<file path="src/pkg/spc_pkg.sv">
// Constants, state codes and the address step function of the serial port configuration bank.
// Assumes one 10 MHz clock and serial pins that are already synchronous to it.
//
// How it works
// - With the direction bit (bit 7) at 0, reads come out on the data pin and the serial output pin stays undriven.
// - With the direction bit at 1, reads come out on the serial output pin and writes still enter on the data pin.
// - With the order bit (bit 6) at 0, bits move most significant first and the address steps down per byte.
// - With the order bit at 1, bits move least significant first and the address steps up per byte.
// - In I2C mode the order bit is ignored and the port behaves as if it were 0 for bit order.
// - Writing 1 to bit 5 reloads all registers and the bit never reads back; a high storage pin loads stored values.
// - With the storage pin low, that reload uses the built-in defaults instead.
// - Address 0x003 reads a fixed 8-bit variant code, and writes to it do nothing.
// - Bit 0 of address 0x004 at 0 makes reads return the buffer registers.
// - That bit at 1 makes reads return the active registers that steer the device.
// - In I2C mode bits 7 and 6 of the port word read as 0 and ignore writes; the held bit 7 still steers the read pins.
package spc_pkg;

    // ****************************************************************
    // Widths and addresses
    // ****************************************************************
    localparam int          ADDR_W         = 13;
    localparam int          DATA_W         = 8;
    localparam int          INSTR_W        = 16;
    localparam logic [12:0] ADDR_PORT_CFG  = 13'h000;
    localparam logic [12:0] ADDR_VARIANT   = 13'h003;
    localparam logic [12:0] ADDR_RB_SEL    = 13'h004;
    localparam logic [12:0] ADDR_USER_BASE = 13'h010;

    // ****************************************************************
    // Field positions and reset values
    // ****************************************************************
    localparam int          CFG_DIR_BIT    = 7;
    localparam int          CFG_ORDER_BIT  = 6;
    localparam int          CFG_SRST_BIT   = 5;
    localparam int          RB_SEL_BIT     = 0;
    localparam logic        CFG_DIR_RST    = 1'b0;
    localparam logic        CFG_ORDER_RST  = 1'b0;
    localparam logic        RB_SEL_RST     = 1'b0;
    localparam int          INS_RW_BIT     = 15;
    localparam int          INS_CNT_HI     = 14;
    localparam int          INS_CNT_LO     = 13;
    localparam logic [1:0]  CNT_STREAM     = 2'h3;
    localparam logic [3:0]  INSTR_LAST_BIT = 4'hF;
    localparam logic [3:0]  BYTE_LAST_BIT  = 4'h7;

    // ****************************************************************
    // Frame engine states
    // ****************************************************************
    typedef enum logic [3:0] {
        ST_IDLE  = 4'b0001,
        ST_INSTR = 4'b0010,
        ST_DATA  = 4'b0100,
        ST_HOLD  = 4'b1000
    } spc_state_e;

    // Next address of a multi-byte transfer.
    function automatic logic [12:0] spc_step_addr(input logic [12:0] a, input logic up);
        spc_step_addr = up ? 13'(a + 13'h001) : 13'(a - 13'h001);
    endfunction : spc_step_addr

endpackage : spc_pkg

</file>
<file path="src/pkg/spc_shift_if.sv">
// Control and data lines between the frame engine and one shift register.
// Assumes both ends sit in the same clock domain.
`timescale 1ns/1ns
interface spc_shift_if #(parameter int W = 8);
    logic         load;
    logic [W-1:0] load_val;
    logic         shift;
    logic         bit_in;
    logic         lsb_first;
    logic [W-1:0] word;
    logic [W-1:0] word_next;
    logic         bit_out;

    modport ctrl  (output load, load_val, shift, bit_in, lsb_first, input word, word_next, bit_out);
    modport shreg (input load, load_val, shift, bit_in, lsb_first, output word, word_next, bit_out);
endinterface : spc_shift_if

</file>
<file path="src/rtl/spc_port_top.sv">
// Serial control port with its configuration registers and a small buffered user bank.
// Assumes serial pins synchronous to clk_i and an outside tristate built from the enables.
`timescale 1ns/1ns
module spc_port_top #(
    parameter int                        USER_COUNT   = 4,
    parameter logic [7:0]                VARIANT_ID   = 8'h5A, // Arbitrary value.
    parameter logic [USER_COUNT*8-1:0]   USER_DEFAULT = '0
) (
    // Clock, reset, enable
    input  wire logic                    clk_i,
    input  wire logic                    arst_n_i,
    input  wire logic                    ce_i,
    // Serial port pins
    input  wire logic                    sclk_i,
    input  wire logic                    cs_n_i,
    input  wire logic                    sdio_i,
    output logic                         sdio_o,
    output logic                         sdio_oe_o,
    output logic                         serial_output_pin_o,
    output logic                         serial_output_pin_oe_o,
    // Straps and stored values
    input  wire logic                    i2c_mode_i,
    input  wire logic                    nv_select_i,
    input  wire logic [USER_COUNT*8-1:0] nv_data_i,
    // Update and active values
    input  wire logic                    update_i,
    output logic [USER_COUNT*8-1:0]      user_active_o,
    output logic                         data_direction_select_o,
    output logic                         lsb_first_o
);
    import spc_pkg::*;

    // ****************************************************************
    // Elaboration check
    // ****************************************************************
    if (USER_COUNT < 1 || USER_COUNT > 64) begin : g_chk
        $error("spc_port_top supports 1 to 64 user registers.");
    end

    // ****************************************************************
    // Declarations
    // ****************************************************************
    spc_state_e  state_q, state_d;
    logic [3:0]  bit_cnt_q, bit_cnt_d;
    logic [1:0]  left_q, left_d;
    logic        stream_q, stream_d;
    logic        rw_q, rw_d;
    logic [12:0] addr_q, addr_d;
    logic        dout_q, dout_d;
    logic        rise, fall;
    logic        lsb_eff;
    logic        rd_phase;
    logic        wr_stb;
    logic [12:0] wr_addr;
    logic [7:0]  wr_data;
    logic [12:0] nxt_addr;

    logic        dir_q, dir_d;
    logic        ord_q, ord_d;
    logic        rb_sel_q, rb_sel_d;
    logic        boot_q, boot_d;
    logic        reload;
    logic [7:0]  buf_q [USER_COUNT];
    logic [7:0]  buf_d [USER_COUNT];
    logic [7:0]  act_q [USER_COUNT];
    logic [7:0]  act_d [USER_COUNT];

    spc_shift_if #(.W(INSTR_W)) ins_if ();
    spc_shift_if #(.W(DATA_W))  rxd_if ();
    spc_shift_if #(.W(DATA_W))  txd_if ();

    // ****************************************************************
    // Helpers
    // ****************************************************************
    function automatic logic user_hit(input logic [12:0] a, input int i);
        user_hit = (a == 13'(ADDR_USER_BASE + 13'(i)));
    endfunction : user_hit

    function automatic logic [7:0] read_mux(input logic [12:0] a);
        logic [7:0] v;
        v = 8'h00;
        if (a == ADDR_PORT_CFG) begin
            if (i2c_mode_i) begin
                v = 8'h00;
            end else begin
                v = {dir_q, ord_q, 2'b00, 2'b00, ord_q, dir_q};
            end
        end else if (a == ADDR_VARIANT) begin
            v = VARIANT_ID;
        end else if (a == ADDR_RB_SEL) begin
            v = {7'h00, rb_sel_q};
        end else begin
            for (int i = 0; i < USER_COUNT; i++) begin
                if (user_hit(a, i)) begin
                    v = rb_sel_q ? act_q[i] : buf_q[i];
                end
            end
        end
        read_mux = v;
    endfunction : read_mux

    // ****************************************************************
    // Serial clock edges and shift registers
    // ****************************************************************
    spc_edge_detect u_edge (
        .clk_i    (clk_i),
        .arst_n_i (arst_n_i),
        .ce_i     (ce_i),
        .sclk_i   (sclk_i),
        .cs_n_i   (cs_n_i),
        .rise_o   (rise),
        .fall_o   (fall)
    );

    spc_order_shift #(.W(INSTR_W)) u_ins (
        .clk_i    (clk_i),
        .arst_n_i (arst_n_i),
        .ce_i     (ce_i),
        .sh       (ins_if.shreg)
    );

    spc_order_shift #(.W(DATA_W)) u_rxd (
        .clk_i    (clk_i),
        .arst_n_i (arst_n_i),
        .ce_i     (ce_i),
        .sh       (rxd_if.shreg)
    );

    spc_order_shift #(.W(DATA_W)) u_txd (
        .clk_i    (clk_i),
        .arst_n_i (arst_n_i),
        .ce_i     (ce_i),
        .sh       (txd_if.shreg)
    );

    // In I2C mode the order bit is kept but has no effect, so a later switch back restores it.
    assign lsb_eff  = ord_q & ~i2c_mode_i;
    assign nxt_addr = spc_step_addr(addr_q, lsb_eff);

    // ****************************************************************
    // Frame engine
    // ****************************************************************
    always_comb begin
        state_d   = state_q;
        bit_cnt_d = bit_cnt_q;
        left_d    = left_q;
        stream_d  = stream_q;
        rw_d      = rw_q;
        addr_d    = addr_q;
        dout_d    = dout_q;
        wr_stb    = 1'b0;
        wr_addr   = addr_q;
        wr_data   = rxd_if.word_next;

        ins_if.load      = 1'b0;
        ins_if.load_val  = '0;
        ins_if.shift     = 1'b0;
        ins_if.bit_in    = sdio_i;
        ins_if.lsb_first = lsb_eff;
        rxd_if.load      = 1'b0;
        rxd_if.load_val  = '0;
        rxd_if.shift     = 1'b0;
        rxd_if.bit_in    = sdio_i;
        rxd_if.lsb_first = lsb_eff;
        txd_if.load      = 1'b0;
        txd_if.load_val  = '0;
        txd_if.shift     = 1'b0;
        txd_if.bit_in    = 1'b0;
        txd_if.lsb_first = lsb_eff;

        if (cs_n_i) begin
            state_d = ST_IDLE;
        end else begin
            unique case (state_q)
                ST_IDLE: begin
                    state_d   = ST_INSTR;
                    bit_cnt_d = 4'h0;
                end
                ST_INSTR: begin
                    if (rise) begin
                        ins_if.shift = 1'b1;
                        bit_cnt_d    = 4'(bit_cnt_q + 4'h1);
                        if (bit_cnt_q == INSTR_LAST_BIT) begin
                            rw_d      = ins_if.word_next[INS_RW_BIT];
                            addr_d    = ins_if.word_next[ADDR_W-1:0];
                            left_d    = ins_if.word_next[INS_CNT_HI:INS_CNT_LO];
                            stream_d  = (ins_if.word_next[INS_CNT_HI:INS_CNT_LO] == CNT_STREAM);
                            bit_cnt_d = 4'h0;
                            state_d   = ST_DATA;
                            if (ins_if.word_next[INS_RW_BIT]) begin
                                txd_if.load     = 1'b1;
                                txd_if.load_val = read_mux(ins_if.word_next[ADDR_W-1:0]);
                            end
                        end
                    end
                end
                ST_DATA: begin
                    if (rise) begin
                        rxd_if.shift = ~rw_q;
                        bit_cnt_d    = 4'(bit_cnt_q + 4'h1);
                        if (bit_cnt_q == BYTE_LAST_BIT) begin
                            bit_cnt_d = 4'h0;
                            wr_stb    = ~rw_q;
                            addr_d    = nxt_addr;
                            if (!stream_q && left_q == 2'h0) begin
                                state_d = ST_HOLD;
                            end else begin
                                left_d = stream_q ? left_q : 2'(left_q - 2'h1);
                                if (rw_q) begin
                                    txd_if.load     = 1'b1;
                                    txd_if.load_val = read_mux(nxt_addr);
                                end
                            end
                        end
                    end else if (fall && rw_q) begin
                        dout_d       = txd_if.bit_out;
                        txd_if.shift = 1'b1;
                    end
                end
                ST_HOLD: begin
                    state_d = ST_HOLD;
                end
            endcase
        end
    end

    always_ff @(posedge clk_i or negedge arst_n_i) begin
        if (!arst_n_i) begin
            state_q   <= ST_IDLE;
            bit_cnt_q <= 4'h0;
            left_q    <= 2'h0;
            stream_q  <= 1'b0;
            rw_q      <= 1'b0;
            addr_q    <= 13'h000;
            dout_q    <= 1'b0;
        end else if (ce_i) begin
            state_q   <= state_d;
            bit_cnt_q <= bit_cnt_d;
            left_q    <= left_d;
            stream_q  <= stream_d;
            rw_q      <= rw_d;
            addr_q    <= addr_d;
            dout_q    <= dout_d;
        end
    end

    // ****************************************************************
    // Pin drive
    // ****************************************************************
    assign rd_phase               = (state_q == ST_DATA) & rw_q & ~cs_n_i;
    assign sdio_o                 = dout_q;
    assign sdio_oe_o              = rd_phase & ~dir_q;
    assign serial_output_pin_o    = dout_q;
    assign serial_output_pin_oe_o = rd_phase & dir_q;

    // ****************************************************************
    // Register bank
    // ****************************************************************
    // The low nibble of the port word is never stored; it is rebuilt on read from the high bits.
    assign reload = boot_q | (wr_stb & (wr_addr == ADDR_PORT_CFG) & wr_data[CFG_SRST_BIT]);

    always_comb begin
        dir_d    = dir_q;
        ord_d    = ord_q;
        rb_sel_d = rb_sel_q;
        boot_d   = 1'b0;
        buf_d    = buf_q;
        act_d    = act_q;
        if (reload) begin
            dir_d    = CFG_DIR_RST;
            ord_d    = CFG_ORDER_RST;
            rb_sel_d = RB_SEL_RST;
            for (int i = 0; i < USER_COUNT; i++) begin
                buf_d[i] = nv_select_i ? nv_data_i[i*8 +: 8] : USER_DEFAULT[i*8 +: 8];
                act_d[i] = buf_d[i];
            end
        end else begin
            if (update_i) begin
                act_d = buf_q;
            end
            if (wr_stb) begin
                if (wr_addr == ADDR_PORT_CFG && !i2c_mode_i) begin
                    dir_d = wr_data[CFG_DIR_BIT];
                    ord_d = wr_data[CFG_ORDER_BIT];
                end else if (wr_addr == ADDR_RB_SEL) begin
                    rb_sel_d = wr_data[RB_SEL_BIT];
                end
                for (int i = 0; i < USER_COUNT; i++) begin
                    if (user_hit(wr_addr, i)) begin
                        buf_d[i] = wr_data;
                    end
                end
            end
        end
    end

    // The storage pin is only read by a clocked reload, one enabled cycle after reset release or on a soft reset write.
    always_ff @(posedge clk_i or negedge arst_n_i) begin
        if (!arst_n_i) begin
            dir_q    <= CFG_DIR_RST;
            ord_q    <= CFG_ORDER_RST;
            rb_sel_q <= RB_SEL_RST;
            boot_q   <= 1'b1;
            for (int i = 0; i < USER_COUNT; i++) begin
                buf_q[i] <= 8'h00;
                act_q[i] <= 8'h00;
            end
        end else if (ce_i) begin
            dir_q    <= dir_d;
            ord_q    <= ord_d;
            rb_sel_q <= rb_sel_d;
            boot_q   <= boot_d;
            buf_q    <= buf_d;
            act_q    <= act_d;
        end
    end

    // ****************************************************************
    // Status outputs
    // ****************************************************************
    always_comb begin
        for (int i = 0; i < USER_COUNT; i++) begin
            user_active_o[i*8 +: 8] = act_q[i];
        end
    end

    assign data_direction_select_o = dir_q;
    assign lsb_first_o             = lsb_eff;

endmodule : spc_port_top

</file>
<file path="src/rtl/spc_order_shift.sv">
// Shift register that moves either end first, as the port's bit order asks.
// Assumes load and shift are never high together; load wins if they are.
`timescale 1ns/1ns
module spc_order_shift #(
    parameter int W = 8
) (
    // Clock, reset, enable
    input  wire logic clk_i,
    input  wire logic arst_n_i,
    input  wire logic ce_i,
    // Control side
    spc_shift_if.shreg sh
);
    import spc_pkg::*;

    logic [W-1:0] word_q;
    logic [W-1:0] word_d;

    if (W < 2) begin : g_chk
        $error("spc_order_shift needs at least two bits.");
    end

    // The shifted value is offered early so the engine can decode on the closing edge.
    always_comb begin
        sh.word_next = sh.lsb_first ? {sh.bit_in, word_q[W-1:1]} : {word_q[W-2:0], sh.bit_in};
        if (sh.load) begin
            word_d = sh.load_val;
        end else if (sh.shift) begin
            word_d = sh.word_next;
        end else begin
            word_d = word_q;
        end
    end

    always_ff @(posedge clk_i or negedge arst_n_i) begin
        if (!arst_n_i) begin
            word_q <= '0;
        end else if (ce_i) begin
            word_q <= word_d;
        end
    end

    assign sh.word    = word_q;
    assign sh.bit_out = sh.lsb_first ? word_q[0] : word_q[W-1];

endmodule : spc_order_shift

</file>
<file path="src/rtl/spc_edge_detect.sv">
// Finds rising and falling edges of the serial clock while the port is selected.
// Assumes the pins are synchronous to clk_i and the serial clock is at most a quarter of it.
`timescale 1ns/1ns
module spc_edge_detect (
    // Clock, reset, enable
    input  wire logic clk_i,
    input  wire logic arst_n_i,
    input  wire logic ce_i,
    // Pins
    input  wire logic sclk_i,
    input  wire logic cs_n_i,
    // Edges
    output logic      rise_o,
    output logic      fall_o
);
    import spc_pkg::*;

    logic sclk_q;
    logic sclk_d;

    always_comb begin
        sclk_d = sclk_i;
    end

    always_ff @(posedge clk_i or negedge arst_n_i) begin
        if (!arst_n_i) begin
            sclk_q <= 1'b0;
        end else if (ce_i) begin
            sclk_q <= sclk_d;
        end
    end

    // Edges are masked by ce so that a frozen block never acts on a stale edge twice.
    assign rise_o = ce_i & ~cs_n_i & sclk_i & ~sclk_q;
    assign fall_o = ce_i & ~cs_n_i & ~sclk_i & sclk_q;

endmodule : spc_edge_detect

</file>
<file path="config.mk">
export PLATFORM = sky130hd
export DESIGN_NAME = spc_port_top
export DESIGN_NICKNAME = d
export VERILOG_FILES = /design/src/pkg/spc_pkg.sv /design/src/pkg/spc_shift_if.sv /design/src/rtl/spc_port_top.sv /design/src/rtl/spc_order_shift.sv /design/src/rtl/spc_edge_detect.sv
export SDC_FILE = /design/constraint.sdc
export NUM_CORES = 1
export LEC_CHECK = 0
export BUFFER_PORTS_ARGS = -buffer_cell sky130_fd_sc_hd__buf_2
export CAP_MARGIN = 20
export CORE_MARGIN = 1.5
export CORE_UTILIZATION = 35
export CTS_CLUSTER_SIZE = 25
export DETAILED_ROUTE_END_ITERATION = 8
export PLACE_DENSITY_LB_ADDON = 0.12
export SLEW_MARGIN = 5
export SYNTH_ARGS = -nofsm -noshare
export SYNTH_HDL_FRONTEND = slang
export SYNTH_SLANG_ARGS = --single-unit
</file>
<file path="constraint.sdc">
create_clock -name clk_i -period 4.2 [get_ports clk_i]
set_input_delay 0.84 -clock clk_i [delete_from_list [all_inputs] [get_ports clk_i]]
set_output_delay 0.84 -clock clk_i [all_outputs]
set_load 0.03 [all_outputs]
</file>
== Word level (Yosys, flattened, before mapping) ==
Cells that the tools add are included.

* Flip-flop bits (word level): 127
* Logic and storage cells: 223
* Input port bits: 41
* Output and inout port bits: 38

* Equal/unequal tests: 36
* Bitwise operators: 20
* Reduce and logical (&&, ||, !) cells: 36
* Mux-type cells: 104
* $add $sub $neg: 4

{| class="wikitable"
|+ Operator list
! cell !! number
|-
| $mux 8 || 39
|-
| $eq 13x5->1 const B || 12
|-
| $mux 32 || 4
|-
| $mux 13 || 5
|-
| $mux 4 || 10
|-
| $eq 13x3->1 const B || 3
|-
| $logic_not 13->1 || 3
|-
| $mux 1 || 33
|-
| $eq 13x2->1 const B || 2
|-
| $pmux 13 s2 || 1
|-
| $reduce_bool 2->1 || 10
|-
| $mux 16 || 1
|-
| $pmux 4 s4 || 1
|-
| $pmux 8 s2 || 1
|-
| $ne 3x3->1 const B || 5
|-
| $reduce_and 3->1 || 5
|-
| $reduce_and 5->1 || 3
|-
| $ne 2x2->1 const B || 7
|-
| $add 13x1->13 const B || 1
|-
| $sub 13x1->13 const B || 1
|-
| $and 1x1->1 || 12
|-
| $mux 2 || 6
|-
| $pmux 4 s3 || 1
|-
| $reduce_and 9->1 || 1
|-
| other kinds (19) || 33
|}

== Longest topological paths before layout ==
Gate-level depths: netlist (run 1).

* Word-level depth: 18
* Mapped depth: 15

== Cells and area by module ==
A second synthesis (run 1) with hierarchy kept.

* Cell total of the unflattened synthesis: 946
* Area, all modules: 8675.8 um^2

{| class="wikitable"
|+ Modules (own cells, without submodules)
! module !! area an instance (um^2) !! seq. area each (um^2) !! times used !! cells an instance
|-
| spc_port_top || 6551.3 || 2354.8 || 1 || 763
|-
| spc_order_shift at u_rxd ... || 531.8 || 200.2 || 2 || 45
|-
| spc_order_shift at u_ins || 996.0 || 400.4 || 1 || 89
|-
| spc_edge_detect || 65.1 || 25.0 || 1 || 4
|}

== Worst setup path after synthesis (run 1) ==
OpenSTA, ideal clock, no wires.

* Kind: in2reg
* From: in i2c_mode_i
* To: reg u_txd.word_q[5], in the netlist u_txd.sh.word[5]
* Arrival: 4.406 ns
* Path buffers: 4
* Stages: 13
* Data required time: 4.108 ns
* Slack: -0.298 ns
* Cells stage by stage: nand2b_1 -> buf_4 -> buf_1 -> clkbuf_1 -> ha_1 -> buf_6 -> and3_4 -> a221oi_4 -> xnor2_1 -> or4_4 -> nor4_4 -> nand4b_2 -> o31ai_2

* Cells in the longest elaborated chain, start to end: 18

{| class="wikitable"
|+ RTL lines
! what !! RTL line !! RTL
|-
| start: declaration || spc_port_top.sv:22 || <nowiki>input wire logic i2c_mode_i,</nowiki>
|-
| $not 1->1 (*) || spc_port_top.sv:137 || <nowiki>assign lsb_eff = ord_q & ~i2c_mode_i;</nowiki>
|-
| $and 1x1->1 (*) || spc_port_top.sv:137 ||
|-
| $mux 13 || spc_pkg.sv:58 || <nowiki>spc_step_addr = up ? 13'(a + 13'h001) : 13'(a - 13'h001);</nowiki>
|-
| $eq 13x5->1 || spc_port_top.sv:76 || <nowiki>user_hit = (a == 13'(ADDR_USER_BASE + 13'(i)));</nowiki>
|-
| $mux 8 (4 in a row) || spc_port_top.sv:94 || <nowiki>if (user_hit(a, i)) begin</nowiki>
|-
| $mux 8 || spc_port_top.sv:90 || <nowiki>end else if (a == ADDR_RB_SEL) begin</nowiki>
|-
| $mux 8 || spc_port_top.sv:88 || <nowiki>end else if (a == ADDR_VARIANT) begin</nowiki>
|-
| $mux 8 || spc_port_top.sv:82 || <nowiki>if (a == ADDR_PORT_CFG) begin</nowiki>
|-
| $mux 8 || spc_port_top.sv:209 || <nowiki>if (rw_q) begin</nowiki>
|-
| $mux 8 || spc_port_top.sv:205 || <nowiki>if (!stream_q && left_q == 2'h0) begin</nowiki>
|-
| $mux 8 || spc_port_top.sv:201 || <nowiki>if (bit_cnt_q == BYTE_LAST_BIT) begin</nowiki>
|-
| $mux 8 || spc_port_top.sv:198 || <nowiki>if (rise) begin</nowiki>
|-
| $pmux 8 s2 || spc_port_top.sv:174 || <nowiki>unique case (state_q)</nowiki>
|-
| $mux 8 || spc_port_top.sv:171 || <nowiki>if (cs_n_i) begin</nowiki>
|-
| $mux 8 || spc_order_shift.sv:26 || <nowiki>if (sh.load) begin</nowiki>
|-
| end signal: assignment || spc_order_shift.sv:39 || <nowiki>word_q <= word_d;</nowiki>
|-
| end: declaration || spc_order_shift.sv:16 || <nowiki>logic [W-1:0] word_q;</nowiki>
|}

Every way passes the cells marked *; elsewhere a longest branch is shown, timed or not. The select of a mux whose other input is x is not followed.
A chain may end at the register's enable or synchronous reset.

== Final worst setup path (run 1) ==
* From: in i2c_mode_i
* To: reg u_txd.word_q[2], in the netlist u_txd.sh.word[2]

The elaborated chain is that of the path after synthesis.

==> summary.txt, run 1 <==
Power and ir drop
  • Power per cell area: 379.2 nW/um^2
  • Comb pwr share: 19.0%
  • Reg power frac: 39.1%
  • Switch share: 32.40%
  • Cell-internal power: 2.486 mW
  • NetSw: 1.192 mW
  • Clock Power Share: 41.9%
  • Leakage power: 4.270 nW
  • Max VDD drop: 0.2271 mV
  • Design Power: 3.677 mW

Drt
  • Pre-antenna DRT Iters: 5
  • Via count: 7282
  • Number of remaining DRC errors: 0
  • Antenna viol nets, final: 0
  • WL per Instance: 19.43 um
  • DR vias/cell: 5.447
  • Final wirelength: 25980 um
  • Iteration-0 DRC Markers: 426

Synthesis
  • Syn avg cell area: 8.874 um^2
  • Net Count, Synth: 1001
  • Synthesis warning total: 0
  • Synthesis-stage register bit count: 127
  • Unique masters post-synth: 86
  • Cell Area, Synth: 8351 um^2
  • Top FF cell, synth: dfrtp_1
  • Synth Instances: 941
  • Post-synthesis async set-or-reset flop share: 100.0%
  • EDFF count, synth: 0
  • Sequential share of the synthesized area: 38.09%

Timing
  • Post-Route Setup TNS: 0 ns
  • Slew Limit Fails: 0
  • Setup WS post-layout: 0.4679 ns
  • Setup violators final: 0
  • Setup Skew: 0.01644 ns
  • Slew @ Worst Pin: 0.9706 ns
  • Max frequency: 267.9 MHz
  • Fin. Hold Viols: 0
  • Slew HR: 35.30%
  • Post-layout minimum cycle time: 3.732 ns
  • Tcrit/Tclk final: 88.86%
  • RSZ-0062 raised after global routing: no

Global routing
  • Total GRT Usage: 21.95%
  • Initial antenna violation count: 0
  • First-pass GRT wire length: 41260 um
  • Largest net degree at the start of global routing: 99
  • Global route total overflow: 0
  • Vias in the first global route: 7080

Layout
  • Layout Utilization: 41.32%
  • # diodes: 0
  • Commonest non-fill, non-tap cell in the layout: dfrtp_1
  • Layout cells sized above 1: 19.74%
  • Synth-to-Final Area Change: 16.14%
  • Final net count: 1065
  • Commonest non-fill, non-tap cells in the layout: dfrtp_1 (124), nand2_1 (117), a21oi_1 (115)

Place
  • Hpwl dp: 18640 um
  • Setup WS pre-CTS: 0.01319 ns
  • # port buffers: 78
  • GP Congestion: 0.8746

Setup path
  • FF-to-FF path depth: 9
  • Slowest CP cell: o311ai_0
  • Worst EP required: 4.48 ns
  • Setup CP Type: input pin to flip-flop
  • Reg2Reg Setup Slack: 0.67 ns
  • CP startpoint kind: input pin
  • Crit end category: flip-flop
  • RR Startpoint: ord_q
  • Max incr delay on CP: 0.78 ns
  • Reg2reg end: u_txd.sh.word[2]
  • Crit-path max FO: 32
  • Arr. time, crit path: 4.02 ns
  • Cells along the critical path: buf_2, nand2b_2, buf_4, ha_1, nand3_1, nor3_1, nor2_1, o311ai_0, nand4b_2, o21ai_0

Clocking
  • Clock Sink Count: 127
  • Postcts setup bufs: 0
  • CTS Hold Bufs: 0
  • Post-CTS Resized: 0
  • Reg clk slew, reported paths: 0.06 ns
  • Clk_lat worst skew: 0.43 ns
  • Root buffer cell: clkbuf_16
  • CTS H-tree depth: 4
  • Inserted Clock Buffers: 17
  • CTS tree: done
  • CTS Buffer Depth: 2

Worst hold path
  • Hold Path Depth: 2
  • Min-delay worst type: flip-flop to flip-flop
  • Hold Path End: boot_q
  • Hold Path Origin: boot_q

Die
  • Die Width: 157.5 um
  • Die area: 24790 um^2
  • Die H: 157.5 um
  • Starting Density: 35.58%
  • I/O pin total: 79
  • Number of core rows: 56
  • Placeable Area: 23470 um^2

Status
  • Status: finished clean

Job
  • Max Cap Violations: 0
-- synthesized netlist by cell type, types with 15 or more instances --
cell type / n / area [um^2]
nand3_1: 19 / 95.09
o21ai_1: 24 / 120.1
mux2_2: 19 / 214.0
o21ai_0: 66 / 330.3
a22oi_1: 23 / 172.7
inv_1: 18 / 67.56
a21oi_1: 115 / 575.6
mux2i_1: 59 / 590.6
dfrtp_1: 125 / 3128
clkbuf_1: 32 / 120.1
ha_1: 18 / 225.2
nor2_1: 80 / 300.3
buf_2: 15 / 75.07
nand2_1: 117 / 439.2
-- sequential cells by signal, summed over array words and instances, names as in the netlist, 2 cells and up --
signal,count
u_rxd.sh.word,8
left_q,2
user_active_o,32
u_ins.sh.word,16
addr_q,13
u_txd.sh.word,8
state_q,4
buf_q,32
bit_cnt_q,4
-- routing by layer --
metal / global-route usage (%) / part of all wire (%)
met1: 29.88 / 47
met2: 36.21 / 48
met3: 2.919 / 3.3
met4: 6.604 / 1.8
met5: 0 / 0
-- cells by family (layout without fill, tap and decap cells) --
group,Yosys count,in the layout,synth area share (%)
multiplexers,89,89,12.60
buffers and inverters,85,162,4.765
XOR/XNOR,14,14,1.468
adder cells (fa/ha/maj),19,19,2.937
AND/OR/NAND/NOR,287,287,16.62
flip-flops,127,127,38.09
AO/OA/AOI/OAI,320,320,23.52
-- area by class of cell --
type	instances	area (um^2)
multi-input combinational	729	4785
timing repair buffer	110	661.9
fill	2380	13770
inverter	20	75.07
sequential	127	3182
clock inverter	14	166.4
clock buffer	18	429.2
tap	319	399.1
-- through the flow --
step	area, um^2	hold slack, ns	cells
final	9698	0.4799	1337
after global routing	9698	0.5073	1337
after CTS	9698	0.4890	1337
after detailed placement	9102	0.4780	1305
after global placement	9102	0.4765	1305
after floorplan	8352	0.4411	941
-- power by group through the flow --
stage | clock network (mW) | logic (mW) | registers, mW
finish | 1.54 | 0.700 | 1.44
global route | 1.62 | 0.777 | 1.46
CTS | 1.57 | 0.705 | 1.44
detailed placement | 0 | 0.702 | 1.46
global placement | 0 | 0.699 | 1.46
floorplan | 0 | 0.493 | 1.43
-- worst max-delay path by stage --
stage	startpoint	end	slack (ns)	cells past startpoint
2_1_floorplan	i2c_mode_i	u_txd.sh.word[5]	0.001	13
3_3_place_gp	i2c_mode_i	u_txd.sh.word[2]	0.12	10
3_5_place_dp	i2c_mode_i	u_txd.sh.word[2]	0.01	10
4_1_cts	i2c_mode_i	u_txd.sh.word[2]	0.46	10
5_1_grt	i2c_mode_i	u_txd.sh.word[2]	0.21	10
6_report	i2c_mode_i	u_txd.sh.word[2]	0.47	10
-- critical path: cells and delay by family --
family | cells | cell delay [ns]
buffers and inverters | 2 | 0.47
AOI/OAI and AO/OA | 2 | 0.93
adders and majority gates | 1 | 0.50
and+or+nand+nor | 5 | 1.26
(Power assumes the default switching activity.)
==> inputs of run 2 (changes only) <==
==> constraint.sdc (replaced) <==
create_clock -name clk_i -period 4.4 [get_ports clk_i]
set_input_delay 0.88 -clock clk_i [delete_from_list [all_inputs] [get_ports clk_i]]
set_output_delay 0.88 -clock clk_i [all_outputs]
set_load 0.03 [all_outputs]
==> summary.txt, run 2 (same netlist as run 1, synthesis figures left out) <==
Status
  • Status: finished clean (unchanged)

Layout
  • Commonest non-fill, non-tap cells in the layout: dfrtp_1 (124), nand2_1 (117), a21oi_1 (115) (unchanged)
  • Layout Utilization: 41.05% (was 41.32%)
  • Final net count: 1061 (was 1065)
  • Commonest non-fill, non-tap cell in the layout: dfrtp_1 (unchanged)
  • Synth-to-Final Area Change: 15.39% (was 16.14%)
  • Layout cells sized above 1: 19.53% (was 19.74%)
  • FILL cells: 2402 (was 2380)

Die
  • I/O pin total: 79 (unchanged)
  • Die Width: 157.5 um (unchanged)
  • Placeable Area: 23470 um^2 (unchanged)
  • Die H: 157.5 um (unchanged)
  • Starting Density: 35.58% (unchanged)
  • Die area: 24790 um^2 (unchanged)
  • Number of core rows: 56 (unchanged)

Timing
  • Post-Route Setup TNS: 0 ns (unchanged)
  • WHS: 0.4846 ns (was 0.4799 ns)
  • Fin. Hold Viols: 0 (unchanged)
  • Setup WS post-layout: 0.7047 ns (was 0.4679 ns)
  • RSZ-0062 raised after global routing: no (unchanged)
  • Slew @ Worst Pin: 0.8262 ns (was 0.9706 ns)
  • Slew Limit Fails: 0 (unchanged)
  • Setup Skew: 0.01223 ns (was 0.01644 ns)
  • Max frequency: 270.6 MHz
  • Post-layout minimum cycle time: 3.695 ns
  • Setup violators final: 0 (unchanged)
  • Slew HR: 44.92% (was 35.30%)
  • Tcrit/Tclk final: 83.98%

Setup path
  • WP depth: 10 (unchanged)
  • Cells along the critical path: buf_2, nand2b_2, buf_4, ha_1, nand3_1, nor3_1, nor2_1, o311ai_0, nand4b_2, o211ai_1 (was buf_2, nand2b_2, buf_4, ha_1, nand3_1, nor3_1, nor2_1, o311ai_0, nand4b_2, o21ai_0)
  • Reg2Reg Setup Slack: 0.95 ns (was 0.67 ns)
  • Setup CP Type: input pin to flip-flop (unchanged)
  • Slowest CP cell: o311ai_0 (unchanged)
  • Crit-path max FO: 32 (unchanged)
  • Top cell family by delay on the critical path: simple AND/OR/NAND/NOR gates (unchanged)
  • Max incr delay on CP: 0.72 ns (was 0.78 ns)
  • CP startpoint kind: input pin (unchanged)
  • FF-to-FF path depth: 9 (unchanged)
  • RR Startpoint: ord_q (unchanged)
  • Worst EP required: 4.70 ns (was 4.48 ns)
  • Crit path buffers/inverters: 2 (unchanged)
  • Arr. time, crit path: 3.99 ns (was 4.02 ns)
  • Critical Path Start: i2c_mode_i (unchanged)
  • Crit end category: flip-flop (unchanged)

Drt
  • WL per Instance: 19.31 um (was 19.43 um)
  • Iteration-0 DRC Markers: 490 (was 426)
  • DR vias/cell: 5.481 (was 5.447)
  • Via count: 7311 (was 7282)
  • Final wirelength: 25760 um (was 25980 um)
  • Pre-antenna DRT Iters: 5 (unchanged)
  • Antenna viol nets, final: 0 (unchanged)
  • Number of remaining DRC errors: 0 (unchanged)

Global routing
  • Initial antenna violation count: 0 (unchanged)
  • Vias in the first global route: 7138 (was 7080)
  • Total GRT Usage: 21.99% (was 21.95%)
  • Global route total overflow: 0 (unchanged)
  • First-pass GRT wire length: 41650 um (was 41260 um)
  • Largest net degree at the start of global routing: 84 (was 99)

Clocking
  • Reg clk slew, reported paths: 0.06 ns (about the same)
  • Inserted Clock Buffers: 17 (unchanged)
  • CTS tree: done (unchanged)
  • Clk_lat worst skew: 0.43 ns (about the same)
  • Post-CTS Resized: 0 (unchanged)
  • Postcts setup bufs: 0 (unchanged)
  • CTS H-tree depth: 4 (unchanged)
  • Clock Sink Count: 127 (unchanged)
  • Root buffer cell: clkbuf_16 (unchanged)
  • CTS Buffer Depth: 2 (unchanged)
  • CTS Hold Bufs: 0 (unchanged)

Worst hold path
  • Min-delay worst type: flip-flop to flip-flop (unchanged)
  • Hold Path Origin: u_ins.sh.word[15] (was boot_q)
  • Hold Path Depth: 2 (unchanged)

Power and ir drop
  • Power per cell area: 353.9 nW/um^2 (was 379.2 nW/um^2)
  • Max VDD drop: 0.2060 mV (was 0.2271 mV)
  • Leakage power: 4.239 nW (was 4.270 nW)

Place
  • GP Congestion: 0.8868 (was 0.8746)
  • Setup WS pre-CTS: 0.2258 ns (was 0.01319 ns)
  • Hpwl dp: 18690 um (was 18640 um)
  • # port buffers: 78 (unchanged)

Job
  • Max Cap Violations: 0 (unchanged)
-- run 2: worst reg2reg max path, cell delays in order (launching register included) --
cell      delay (ns)
dfrtp_1         0.41
nand2b_2        0.22
buf_4           0.46
ha_1            0.36
nand3_1         0.13
nor3_1          0.36
nor2_1          0.14
o311ai_0        0.72
nand4b_2        0.38
o211ai_1        0.14
-- run 2: cell type report --
type | instances | area (um^2) | area share (%)
Antenna cell | 1 | 2.502 | 0.02597
Clock buffer | 18 | 439.2 | 4.558
Clock inverter | 14 | 121.4 | 1.260
Inverter | 20 | 75.07 | 0.7791
Multi-Input combinational cell | 729 | 4785 | 49.66
Sequential cell | 127 | 3182 | 33.02
Tap cell | 319 | 399.1 | 4.142
Timing Repair Buffer | 106 | 631.9 | 6.558
-- run 2: final timing paths --
check / to
worst max-delay path: u_txd.sh.word[1]
max in group asynchronous: u_txd.sh.word[2]
worst min register to register: u_ins.sh.word[15]
worst min-delay path: u_ins.sh.word[15]
min in group asynchronous: bit_cnt_q[0]
worst max register to register: u_txd.sh.word[1]
-- run 2: report_power, final --
part / leakage (nW) / internal [mW] / total, mW / switching, mW
clock: 0.267 / 0.753 / 1.37 / 0.614
combinational: 2.26 / 0.259 / 0.665 / 0.406
sequential: 1.72 / 1.26 / 1.38 / 0.120
total: 4.24 / 2.27 / 3.41 / 1.14
-- run 2: metal layers --
| metal | routed length (um) | GRT usage [%] |
|---|---|---|
| met2 | 12110 | 35.22 |
| met1 | 12160 | 30.49 |
| met4 | 699 | 7.592 |
| met5 | 0 | 0 |
| met3 | 789 | 2.808 |
-- run 2: metrics by stage --
stage,total power [mW],cell area (um^2),std cells
after floorplan,1.840,8352,941
after global placement,2.062,9072,1301
after detailed placement,2.066,9072,1301
after CTS,3.446,9633,1333
after global routing,3.585,9633,1333
final,3.410,9635,1334
